## src/design/gesture_defs.svh

```systemverilog
`ifndef GESTURE_DEFS_SVH
`define GESTURE_DEFS_SVH

// Register offsets on the serial register port.
`define THIRD_STATUS_ADDR 8'hb3
`define GST_TIME_ADDR 8'hb4
`define GESTURE_CONTROL_ADDR 8'hb5
`define SLEEP_CTRL_ADDR 8'hbc

// Field positions.
`define SLEEP_ACTIVE_BIT 1
`define GST_IRQ_EN_BIT 1
`define GST_MODE_BIT 0
`define SLEEP_CLEAR_BIT 0

// Reset values.
`define GST_TIME_RESET 8'h0a
`define GESTURE_CONTROL_RESET 8'h00
`define RDATA_RESET 8'h00

// Sample period base unit and system clock rate.
`define GST_UNIT_US 88
`define SYS_CLK_MHZ 100

// Interrupt FIFO levels for threshold codes 0 to 3.
`define FIFO_LVL_CODE0 8'h01
`define FIFO_LVL_CODE1 8'h04
`define FIFO_LVL_CODE2 8'h08
`define FIFO_LVL_CODE3 8'h10

`endif

```

## src/design/gesture_pkg.sv

```systemverilog
package gesture_pkg;

   // Gesture engine states, Gray coded along idle, active, drain.
   typedef enum logic [1:0] {
      GST_IDLE = 2'h0,
      GST_ACTIVE = 2'h1,
      GST_DRAIN = 2'h3
   } gest_state_t;

   // Two-bit FIFO interrupt threshold code.
   typedef logic [1:0] fifo_thr_code_t;

endpackage : gesture_pkg

```

## src/design/gesture_mode_sample_control.sv

```systemverilog
// Operation
// - Interrupt under sleep enable stops oscillator, sets flag.
// - Sample period is 88 us times setting plus one.
// - Sample-time setting resets to 0x0A.
// - One dataset collected per elapsed sample period.
// - Gesture interrupt only while its enable is set.
// - First interrupt waits for FIFO threshold level.
// - Mode bit reads one while in gesture mode.
// - Gesture mode paces engine, pushes datasets into FIFO.
// - Writing mode one enters gesture mode immediately.
// - Writing mode zero exits after current conversion.
// - Clear bit restarts oscillator and drops sleep flag.
// - Proximity above entry threshold enters gesture mode.
// - Threshold codes select levels 1, 4, 8, 16.
`include "gesture_defs.svh"

module gesture_mode_sample_control #(
   parameter int GST_UNIT_CYCLES = `GST_UNIT_US * `SYS_CLK_MHZ
) (
   // Clock and reset
   input wire logic sys_clk,
   input wire logic rst_b,
   // Serial register port, byte wide
   input wire logic [7:0] reg_addr,
   input wire logic reg_wr_en,
   input wire logic reg_rd_en,
   input wire logic [7:0] reg_wdata,
   output logic [7:0] reg_rdata,
   // Settings held in neighbouring registers
   input wire logic sleep_after_irq_enable,
   input wire logic gesture_engine_enable,
   input wire logic [1:0] fifo_level_threshold,
   input wire logic [15:0] entry_threshold,
   // Engine and FIFO status
   input wire logic [15:0] prox_result,
   input wire logic prox_valid,
   input wire logic exit_condition,
   input wire logic conversion_busy,
   input wire logic dataset_done,
   input wire logic [7:0] fifo_level,
   input wire logic device_irq_event,
   // Control and status outputs
   output logic osc_run,
   output logic sleep_after_irq_active,
   output logic gesture_mode_flag,
   output logic dataset_start,
   output logic fifo_push,
   output logic gesture_irq
);

   gesture_pkg::gest_state_t state_q;
   gesture_pkg::gest_state_t state_d;
   logic sleep_q;
   logic sleep_d;
   logic osc_run_q;
   logic [7:0] sample_time_q;
   logic irq_en_q;
   logic mode_q;
   logic start_q;
   logic push_q;
   logic irq_q;
   logic first_irq_done_q;
   logic [7:0] rdata_q;
   logic sample_tick;
   logic wr_status;
   logic wr_time;
   logic wr_ctrl;
   logic wr_sleep_clear;
   logic force_enter;
   logic force_exit;
   logic prox_enter;
   // Reset image of the control register, so single bits can be picked from it.
   localparam logic [7:0] CTRL_RESET_VAL = `GESTURE_CONTROL_RESET;

   // Map the two-bit threshold code to a dataset count.
   function automatic logic [7:0] fifo_level_of(input gesture_pkg::fifo_thr_code_t code);
      logic [7:0] lvl;
      lvl = `FIFO_LVL_CODE0;
      unique case (code)
         2'h0: lvl = `FIFO_LVL_CODE0;
         2'h1: lvl = `FIFO_LVL_CODE1;
         2'h2: lvl = `FIFO_LVL_CODE2;
         2'h3: lvl = `FIFO_LVL_CODE3;
      endcase
      return lvl;
   endfunction : fifo_level_of

   // Write strobes per register; reads need no strobe decode beyond the mux.
   assign wr_status = reg_wr_en && (reg_addr == `THIRD_STATUS_ADDR);
   assign wr_time = reg_wr_en && (reg_addr == `GST_TIME_ADDR);
   assign wr_ctrl = reg_wr_en && (reg_addr == `GESTURE_CONTROL_ADDR);
   assign wr_sleep_clear = reg_wr_en && (reg_addr == `SLEEP_CTRL_ADDR)
      && reg_wdata[`SLEEP_CLEAR_BIT];
   assign force_enter = wr_ctrl && reg_wdata[`GST_MODE_BIT];
   assign force_exit = wr_ctrl && !reg_wdata[`GST_MODE_BIT];
   // Entry ignores the proximity persistence filter by design.
   assign prox_enter = gesture_engine_enable && prox_valid && osc_run_q
      && (prox_result > entry_threshold);

   // Sleep flag: an interrupt under sleep enable sets it, the clear bit drops it.
   // A new interrupt in the clearing cycle wins so that event is never lost.
   always_comb begin
      sleep_d = sleep_q;
      if (wr_sleep_clear && sleep_q) begin
         sleep_d = 1'b0;
      end
      if (sleep_after_irq_enable && device_irq_event) begin
         sleep_d = 1'b1;
      end
   end

   // The status register itself is never written; only the clear bit and an interrupt under sleep enable move the flag.
   always_ff @(posedge sys_clk) begin
      if (!rst_b) begin
         sleep_q <= 1'b0;
      end else begin
         sleep_q <= sleep_d;
      end
   end

   // Oscillator enable follows the sleep flag in the same edge.
   always_ff @(posedge sys_clk) begin
      if (!rst_b) begin
         osc_run_q <= 1'b1;
      end else begin
         osc_run_q <= !sleep_d;
      end
   end

   // Sample-time register; the full byte is the setting.
   always_ff @(posedge sys_clk) begin
      if (!rst_b) begin
         sample_time_q <= `GST_TIME_RESET;
      end else if (wr_time) begin
         sample_time_q <= reg_wdata;
      end
   end

   // Interrupt enable; reserved control bits have no storage.
   always_ff @(posedge sys_clk) begin
      if (!rst_b) begin
         irq_en_q <= CTRL_RESET_VAL[`GST_IRQ_EN_BIT];
      end else if (wr_ctrl) begin
         irq_en_q <= reg_wdata[`GST_IRQ_EN_BIT];
      end
   end

   // Gesture state machine. A forced exit waits in drain for the running conversion.
   always_comb begin
      state_d = state_q;
      unique case (state_q)
         gesture_pkg::GST_IDLE: begin
            if (force_enter || prox_enter) begin
               state_d = gesture_pkg::GST_ACTIVE;
            end
         end
         gesture_pkg::GST_ACTIVE: begin
            if (force_exit || exit_condition) begin
               state_d = conversion_busy ? gesture_pkg::GST_DRAIN : gesture_pkg::GST_IDLE;
            end
         end
         gesture_pkg::GST_DRAIN: begin
            if (force_enter) begin
               state_d = gesture_pkg::GST_ACTIVE;
            end else if (!conversion_busy) begin
               state_d = gesture_pkg::GST_IDLE;
            end
         end
         default: begin
            state_d = gesture_pkg::GST_IDLE;
         end
      endcase
   end

   // State register.
   always_ff @(posedge sys_clk) begin
      if (!rst_b) begin
         state_q <= gesture_pkg::GST_IDLE;
      end else begin
         state_q <= state_d;
      end
   end

   // Mode flag is true from the forced or detected entry until fully idle.
   always_ff @(posedge sys_clk) begin
      if (!rst_b) begin
         mode_q <= 1'b0;
      end else begin
         mode_q <= (state_d != gesture_pkg::GST_IDLE);
      end
   end

   // The period timer runs only in active gesture mode with the oscillator up.
   gesture_sample_timer #(
      .UNIT_CYCLES(GST_UNIT_CYCLES)
   ) u_timer (
      .sys_clk(sys_clk),
      .rst_b(rst_b),
      .run(osc_run_q && (state_q == gesture_pkg::GST_ACTIVE)),
      .period_sel(sample_time_q),
      .tick_q(sample_tick)
   );

   // One dataset start per elapsed period; no new start while draining.
   always_ff @(posedge sys_clk) begin
      if (!rst_b) begin
         start_q <= 1'b0;
      end else begin
         start_q <= sample_tick && (state_q == gesture_pkg::GST_ACTIVE);
      end
   end

   // Completed datasets go to the FIFO while the mode flag is set and the oscillator runs.
   always_ff @(posedge sys_clk) begin
      if (!rst_b) begin
         push_q <= 1'b0;
      end else begin
         push_q <= dataset_done && mode_q && osc_run_q;
      end
   end

   // The first interrupt of a gesture event waits for the threshold level.
   always_ff @(posedge sys_clk) begin
      if (!rst_b) begin
         first_irq_done_q <= 1'b0;
      end else if (irq_q) begin
         first_irq_done_q <= 1'b1;
      end else if (!mode_q && (fifo_level == 8'h00)) begin
         first_irq_done_q <= 1'b0;
      end
   end

   // Gesture interrupt: gated by the enable, dropped as soon as the FIFO is empty.
   always_ff @(posedge sys_clk) begin
      if (!rst_b) begin
         irq_q <= 1'b0;
      end else if (!irq_en_q || (fifo_level == 8'h00)) begin
         irq_q <= 1'b0;
      end else if (first_irq_done_q || (fifo_level >= fifo_level_of(fifo_level_threshold))) begin
         irq_q <= 1'b1;
      end
   end

   // Read data is registered and answers one cycle after the read strobe.
   always_ff @(posedge sys_clk) begin
      if (!rst_b) begin
         rdata_q <= `RDATA_RESET;
      end else if (reg_rd_en) begin
         unique case (reg_addr)
            `THIRD_STATUS_ADDR: rdata_q <= 8'(sleep_q) << `SLEEP_ACTIVE_BIT;
            `GST_TIME_ADDR: rdata_q <= sample_time_q;
            `GESTURE_CONTROL_ADDR: rdata_q <= (8'(irq_en_q) << `GST_IRQ_EN_BIT)
               | (8'(mode_q) << `GST_MODE_BIT);
            default: rdata_q <= 8'h00;
         endcase
      end
   end

   // Output ports come straight from their flip-flops.
   assign reg_rdata = rdata_q;
   assign osc_run = osc_run_q;
   assign sleep_after_irq_active = sleep_q;
   assign gesture_mode_flag = mode_q;
   assign dataset_start = start_q;
   assign fifo_push = push_q;
   assign gesture_irq = irq_q;

   a_sleep_on_irq: assert property (@(posedge sys_clk) disable iff (!rst_b)
      sleep_after_irq_enable && device_irq_event |=> sleep_q && !osc_run_q)
      else $error("Interrupt under sleep enable did not stop the oscillator.");

   a_sleep_clear_wakes: assert property (@(posedge sys_clk) disable iff (!rst_b)
      sleep_q && wr_sleep_clear && !device_irq_event |=> !sleep_q && osc_run_q)
      else $error("Sleep clear did not restart the oscillator.");

   a_status_write_ro: assert property (@(posedge sys_clk) disable iff (!rst_b)
      wr_status && !wr_sleep_clear && !device_irq_event |=> $stable(sleep_q))
      else $error("Status write changed the sleep flag.");

   a_time_reset_val: assert property (@(posedge sys_clk)
      !rst_b |=> sample_time_q == `GST_TIME_RESET)
      else $error("Sample time not at its reset value.");

   a_force_entry_now: assert property (@(posedge sys_clk) disable iff (!rst_b)
      force_enter |=> mode_q && (state_q == gesture_pkg::GST_ACTIVE))
      else $error("Forced entry did not enter gesture mode.");

   a_force_exit_drain: assert property (@(posedge sys_clk) disable iff (!rst_b)
      (state_q == gesture_pkg::GST_ACTIVE) && force_exit && conversion_busy
      |=> mode_q ##0 (state_q == gesture_pkg::GST_DRAIN))
      else $error("Forced exit left before the conversion ended.");

   a_drain_to_idle: assert property (@(posedge sys_clk) disable iff (!rst_b)
      (state_q == gesture_pkg::GST_DRAIN) && !conversion_busy && !force_enter |=> !mode_q)
      else $error("Mode flag still set after the conversion ended.");

   a_prox_entry: assert property (@(posedge sys_clk) disable iff (!rst_b)
      (state_q == gesture_pkg::GST_IDLE) && prox_enter |=> mode_q)
      else $error("Proximity above entry threshold did not enter gesture mode.");

   a_irq_needs_en: assert property (@(posedge sys_clk) disable iff (!rst_b)
      !irq_en_q |=> !irq_q)
      else $error("Gesture interrupt raised while disabled.");

   a_first_irq_hold: assert property (@(posedge sys_clk) disable iff (!rst_b)
      !first_irq_done_q && !irq_q && (fifo_level < fifo_level_of(fifo_level_threshold))
      |=> !irq_q)
      else $error("First gesture interrupt raised below the FIFO threshold.");

   a_push_in_mode: assert property (@(posedge sys_clk) disable iff (!rst_b)
      fifo_push |-> $past(mode_q) && $past(dataset_done))
      else $error("FIFO push outside gesture mode.");

   a_mode_readback: assert property (@(posedge sys_clk) disable iff (!rst_b)
      reg_rd_en && (reg_addr == `GESTURE_CONTROL_ADDR)
      |=> reg_rdata[0] == $past(mode_q) && reg_rdata[7:2] == 6'h00)
      else $error("Gesture control readback is wrong.");

endmodule : gesture_mode_sample_control

```

## src/design/gesture_sample_timer.sv

```systemverilog
`include "gesture_defs.svh"

module gesture_sample_timer #(
   parameter int UNIT_CYCLES = `GST_UNIT_US * `SYS_CLK_MHZ
) (
   // Clock and reset
   input wire logic sys_clk,
   input wire logic rst_b,
   // Control
   input wire logic run,
   input wire logic [7:0] period_sel,
   // Sample tick
   output logic tick_q
);

   logic [15:0] unit_cnt_q;
   logic [7:0] slot_cnt_q;
   logic [7:0] sel_prev_q;
   logic restart;
   logic unit_wrap;
   logic [23:0] gap_q;

   // A new period setting restarts the count so no stale partial period is kept.
   assign restart = (period_sel != sel_prev_q);
   assign unit_wrap = (unit_cnt_q == 16'(UNIT_CYCLES - 1));

   // Remember the period setting seen last cycle.
   always_ff @(posedge sys_clk) begin
      if (!rst_b) begin
         sel_prev_q <= `GST_TIME_RESET;
      end else begin
         sel_prev_q <= period_sel;
      end
   end

   // Base unit counter, one wrap per 88 us unit.
   always_ff @(posedge sys_clk) begin
      if (!rst_b || !run || restart || unit_wrap) begin
         unit_cnt_q <= 16'h0000;
      end else begin
         unit_cnt_q <= unit_cnt_q + 16'h0001;
      end
   end

   // Unit slot counter; the period is the setting plus one units.
   always_ff @(posedge sys_clk) begin
      if (!rst_b || !run || restart) begin
         slot_cnt_q <= 8'h00;
      end else if (unit_wrap) begin
         slot_cnt_q <= (slot_cnt_q == period_sel) ? 8'h00 : slot_cnt_q + 8'h01;
      end
   end

   // One-cycle tick at the end of every full sample period.
   always_ff @(posedge sys_clk) begin
      if (!rst_b) begin
         tick_q <= 1'b0;
      end else begin
         tick_q <= run && !restart && unit_wrap && (slot_cnt_q == period_sel);
      end
   end

   // Cycle count since the last tick or restart, read only by the check below.
   always_ff @(posedge sys_clk) begin
      if (!rst_b || !run || restart) begin
         gap_q <= 24'h00_0000;
      end else begin
         gap_q <= tick_q ? 24'h00_0001 : gap_q + 24'h00_0001;
      end
   end

   a_tick_period_exact: assert property (@(posedge sys_clk) disable iff (!rst_b)
      tick_q |-> gap_q == 24'(UNIT_CYCLES) * (24'(period_sel) + 24'h00_0001))
      else $error("Sample tick spacing differs from the programmed period.");

endmodule : gesture_sample_timer

```

## config.mk

```make
export PLATFORM = sky130hd
export DESIGN_NAME = gesture_mode_sample_control
export DESIGN_NICKNAME = d
export VERILOG_FILES = /design/src/design/gesture_pkg.sv /design/src/design/gesture_mode_sample_control.sv /design/src/design/gesture_sample_timer.sv
export VERILOG_INCLUDE_DIRS = /design/src /design/src/design
export SDC_FILE = /design/constraint.sdc
export NUM_CORES = 1
export LEC_CHECK = 0
export BUFFER_PORTS_ARGS = -buffer_cell sky130_fd_sc_hd__clkbuf_2
export CAP_MARGIN = 20
export CORE_ASPECT_RATIO = 1.1
export CORE_MARGIN = 2
export CORE_UTILIZATION = 57
export DETAILED_ROUTE_END_ITERATION = 6
export PLACE_DENSITY_LB_ADDON = 0.08
export SLEW_MARGIN = 25
export SYNTH_ARGS = -nofsm -noshare
export SYNTH_HDL_FRONTEND = slang
export SYNTH_SLANG_ARGS = --single-unit
```

## constraint.sdc

```tcl
create_clock -name sys_clk -period 5.91 [get_ports sys_clk]
set_clock_uncertainty 0.15 [all_clocks]
set_input_delay 0 -clock sys_clk [delete_from_list [all_inputs] [get_ports sys_clk]]
set_output_delay 0 -clock sys_clk [all_outputs]
set_load 0.01 [all_outputs]
```

==> run_results.csv <==
group,metric,value,unit
global_route,antenna_found_initial,0,
worst_setup_path,path_class,"primary input to flop",
drt,wl_per_cell,12.43,um
worst_setup_path,worstPathArrival,2750,ps
worst_setup_path,cp_common_cell,"dlygate4sd3_1",
pwr,power_density,204.4,nW/um^2
layout,fin_util,76.06,%
pwr,vdd_ir_drop_max,0.1590,mV
min_path,hp-start,"rst_b",
layout,nNetsFinal,554,
clocking,clkLatencyLatePin,330,ps
floorplan,die-area,6035,sq um
clocking,cts_buffer_depth,2,
drt,dr.pass1.iters,6,
yosys,ys_top_cells_by_area,"dfxtp_1 (38%), ha_1 (8.9%), xor2_1 (7.6%)",
timing,slew_headroom,61.90,%
layout,area_growth,30.89,%
layout,num-fill-cells,402,
global_route,grt-ovfl-total,0,
yosys,synth_edf_count,0,
placed_design,place_congestion,0.8485,
yosys,syn_inst,349,
yosys,synth.most_common_cell,"dfxtp_1",
floorplan,die_h,81.28,um
yosys,synth.distinct_cells,45,
floorplan,start_util,58.11,%
yosys,synth-seq-area-share,38.17,%
worst_setup_path,cp_max_fo,3,
timing,worst_pin_slew,566.3,ps
drt,ant_nets,0,
worst_setup_path,end_kind,"flop",
layout,layout-drive-gt1-share,22.22,%
timing,fmax,380.4,MHz
worst_setup_path,required,6030,ps
yosys,synth_top_area_share,38.17,%
global_route,grt_start_max_net_pins,34,
layout,insertedDiodeCount,0,
yosys,synth.avg_cell_area,8.866,sq um
yosys,syn_area,3094,sq um
pwr,total_power,827.9,uW
worst_setup_path,r2r-start,"osc_run",
placed_design,port-buffer-count,82,
placed_design,hpwl,4.813,mm
floorplan,die_w,74.25,um
drt,drt_iter0_drc,104,
timing,fin_crit_sh,44.49,%
timing,rsz0062_at_grt,"no",
yosys,synth-async-reset-ratio,0,%
timing,fin_crit,2629,ps
worst_setup_path,path_delay_family,"buffers and inverters",
global_route,grt_pass1_wl,11.18,mm
clocking,root_buffer,"clkbuf_8",
drt,routed_wl,6.748,mm
timing,setup_violations,0,
clocking,numCtsBuffers,9,
layout,design_area,4050,sq um
drt,viasPerCell,5.175,
yosys,synth_common_cells,"dfxtp_1 (59), nor2_1 (34), xor2_1 (27), inv_1 (23), ha_1 (22)",
clocking,cts_resized,0,
run,drv_cap,0,
clocking,clk_pin_slew,60,ps
timing,setup_tns,0,ps
floorplan,coreArea,5325,sq um
yosys,synth_seq_cells,59,
yosys,synth_warnings,0,
drt,drc,0,
timing,final_max_slew_viol_count,0,
run_status,status,"finished, final reports clean",
worst_setup_path,start_kind,"primary input",
layout,instances_no_fill,543,
min_path,hold_class,"primary input to flop",
global_route,grt_usage,23.89,%
timing,hold_violations,0,
worst_setup_path,slowest_stage,"dlygate4sd3_1",
clocking,tritoncts,"built",
worst_setup_path,worstPathCellList,"dlygate4sd3_1 -> clkbuf_2 -> nor2b_1 -> dlygate4sd3_1 -> nand4_1 -> dlygate4sd3_1 -> a21boi_0 -> dlygate4sd3_1",
floorplan,io_pins,83,
placed_design,dp.cells,496,
worst_setup_path,critPathLaunch,"reg_addr[1]",
clocking,htree_num_levels,3,
worst_setup_path,cpPeakStageDelay,580,ps
global_route,grt_pass1_vias,2687,
drt,num_vias,2810,
worst_setup_path,crit_buf_inv,5,
clocking,numClockSinks,59,
yosys,synth_largest_area_cell,"dfxtp_1",
pwr,p_leak,1.842,nW
yosys,ys.flop_type,"dfxtp_1",
floorplan,rows,28,
yosys,synth.net_count,440,
placed_design,place_area,3548,sq um
==> sequential cells by signal (all words and copies together) (netlist names) <==
name and cells:
fifo_push 1, first_irq_done_q 1, irq_en_q 1, gesture_mode_flag 1
sleep_after_irq_active 1, dataset_start 1, reg_rdata 8, u_timer.unit_cnt_q 16
osc_run 1, u_timer.tick_q 1, gesture_irq 1, u_timer.slot_cnt_q 8
state_q 2, sample_time_q 8, u_timer.sel_prev_q 8
==> logic make-up after synthesis <==
group,share of synthesized area (%)
XOR/XNOR,10.19
buffers and inverters,4.408
AO/OA/AOI/OAI,8.007
AND/OR/NAND/NOR,27.05
flip-flops,38.17
multiplexers,3.275
adder cells (fa/ha/maj),8.896
==> path summary, 6_finish.rpt <==
kind                       to  slack (ps)  cells after the start
max              reg_rdata[0]        3280                      8
min          sample_time_q[1]          30                      2
max reg2reg        state_q[0]        3640                      6
min reg2reg     dataset_start         260                      2
==> routing by layer <==
layer / global-route usage, % / part of all wire [%] / vias to the layer above
li1: - / - / 1436
met1: 26.45 / 42 / 1290
met2: 43.30 / 51 / 73
met3: 6.948 / 4.5 / 11
met4: 8.036 / 1.7 / 0
met5: 0 / 0 / -
==> placed cells by master (no fill, tap or decap), types with 2 or more instances in the layout <==
cell	n
clkbuf_2	82
dfxtp_1	59
nor2_1	34
dlygate4sd3_1	31
xor2_1	27
inv_1	23
ha_1	22
nor2b_1	20
nand3_1	17
nand2_1	16
nand4_1	14
a21oi_1	14
clkbuf_8	13
nor4_1	9
xnor2_1	9
mux2i_1	9
nand2b_1	8
and2_1	8
nand4b_1	5
and3_1	5
a21boi_0	5
o21ai_0	5
a31oi_1	3
nor3_1	3
o21a_1	3
a211oi_1	2
and4_1	2
clkbuf_1	2
==> cell type report <==
cell class	count	area, sq um	share of cell area (%)
timing repair buffer	113	720.7	17.79
multi-input combinational	257	1777	43.87
sequential	59	1181	29.16
inverter	23	86.33	2.132
clock inverter	1	5.005	0.1236
clock buffer	15	186.4	4.603
tap	75	93.84	2.317
==> report_power, final <==
group          leakage, nW  total, mW  internal, mW  switching [mW]
combinational         1.27     0.0848        0.0471          0.0377
sequential           0.476      0.403         0.400         0.00283
clock               0.0997      0.340         0.198           0.142
==> what timing repair did <==
item	CTS	global route
setup endpoints to repair	0	0
buffers inserted	0	0
hold buffers	31	0
endpoints found under the hold margin	20	0
==> stage by stage <==
step	hold slack, ps	worst slack [ps]
final	33.26	3281
after global routing	54.81	3153
after CTS	18.63	3309
after detailed placement	80.67	3670
after global placement	80.01	3717
after floorplan	-24.89	3809
Power figures use the tool's default switching activity.
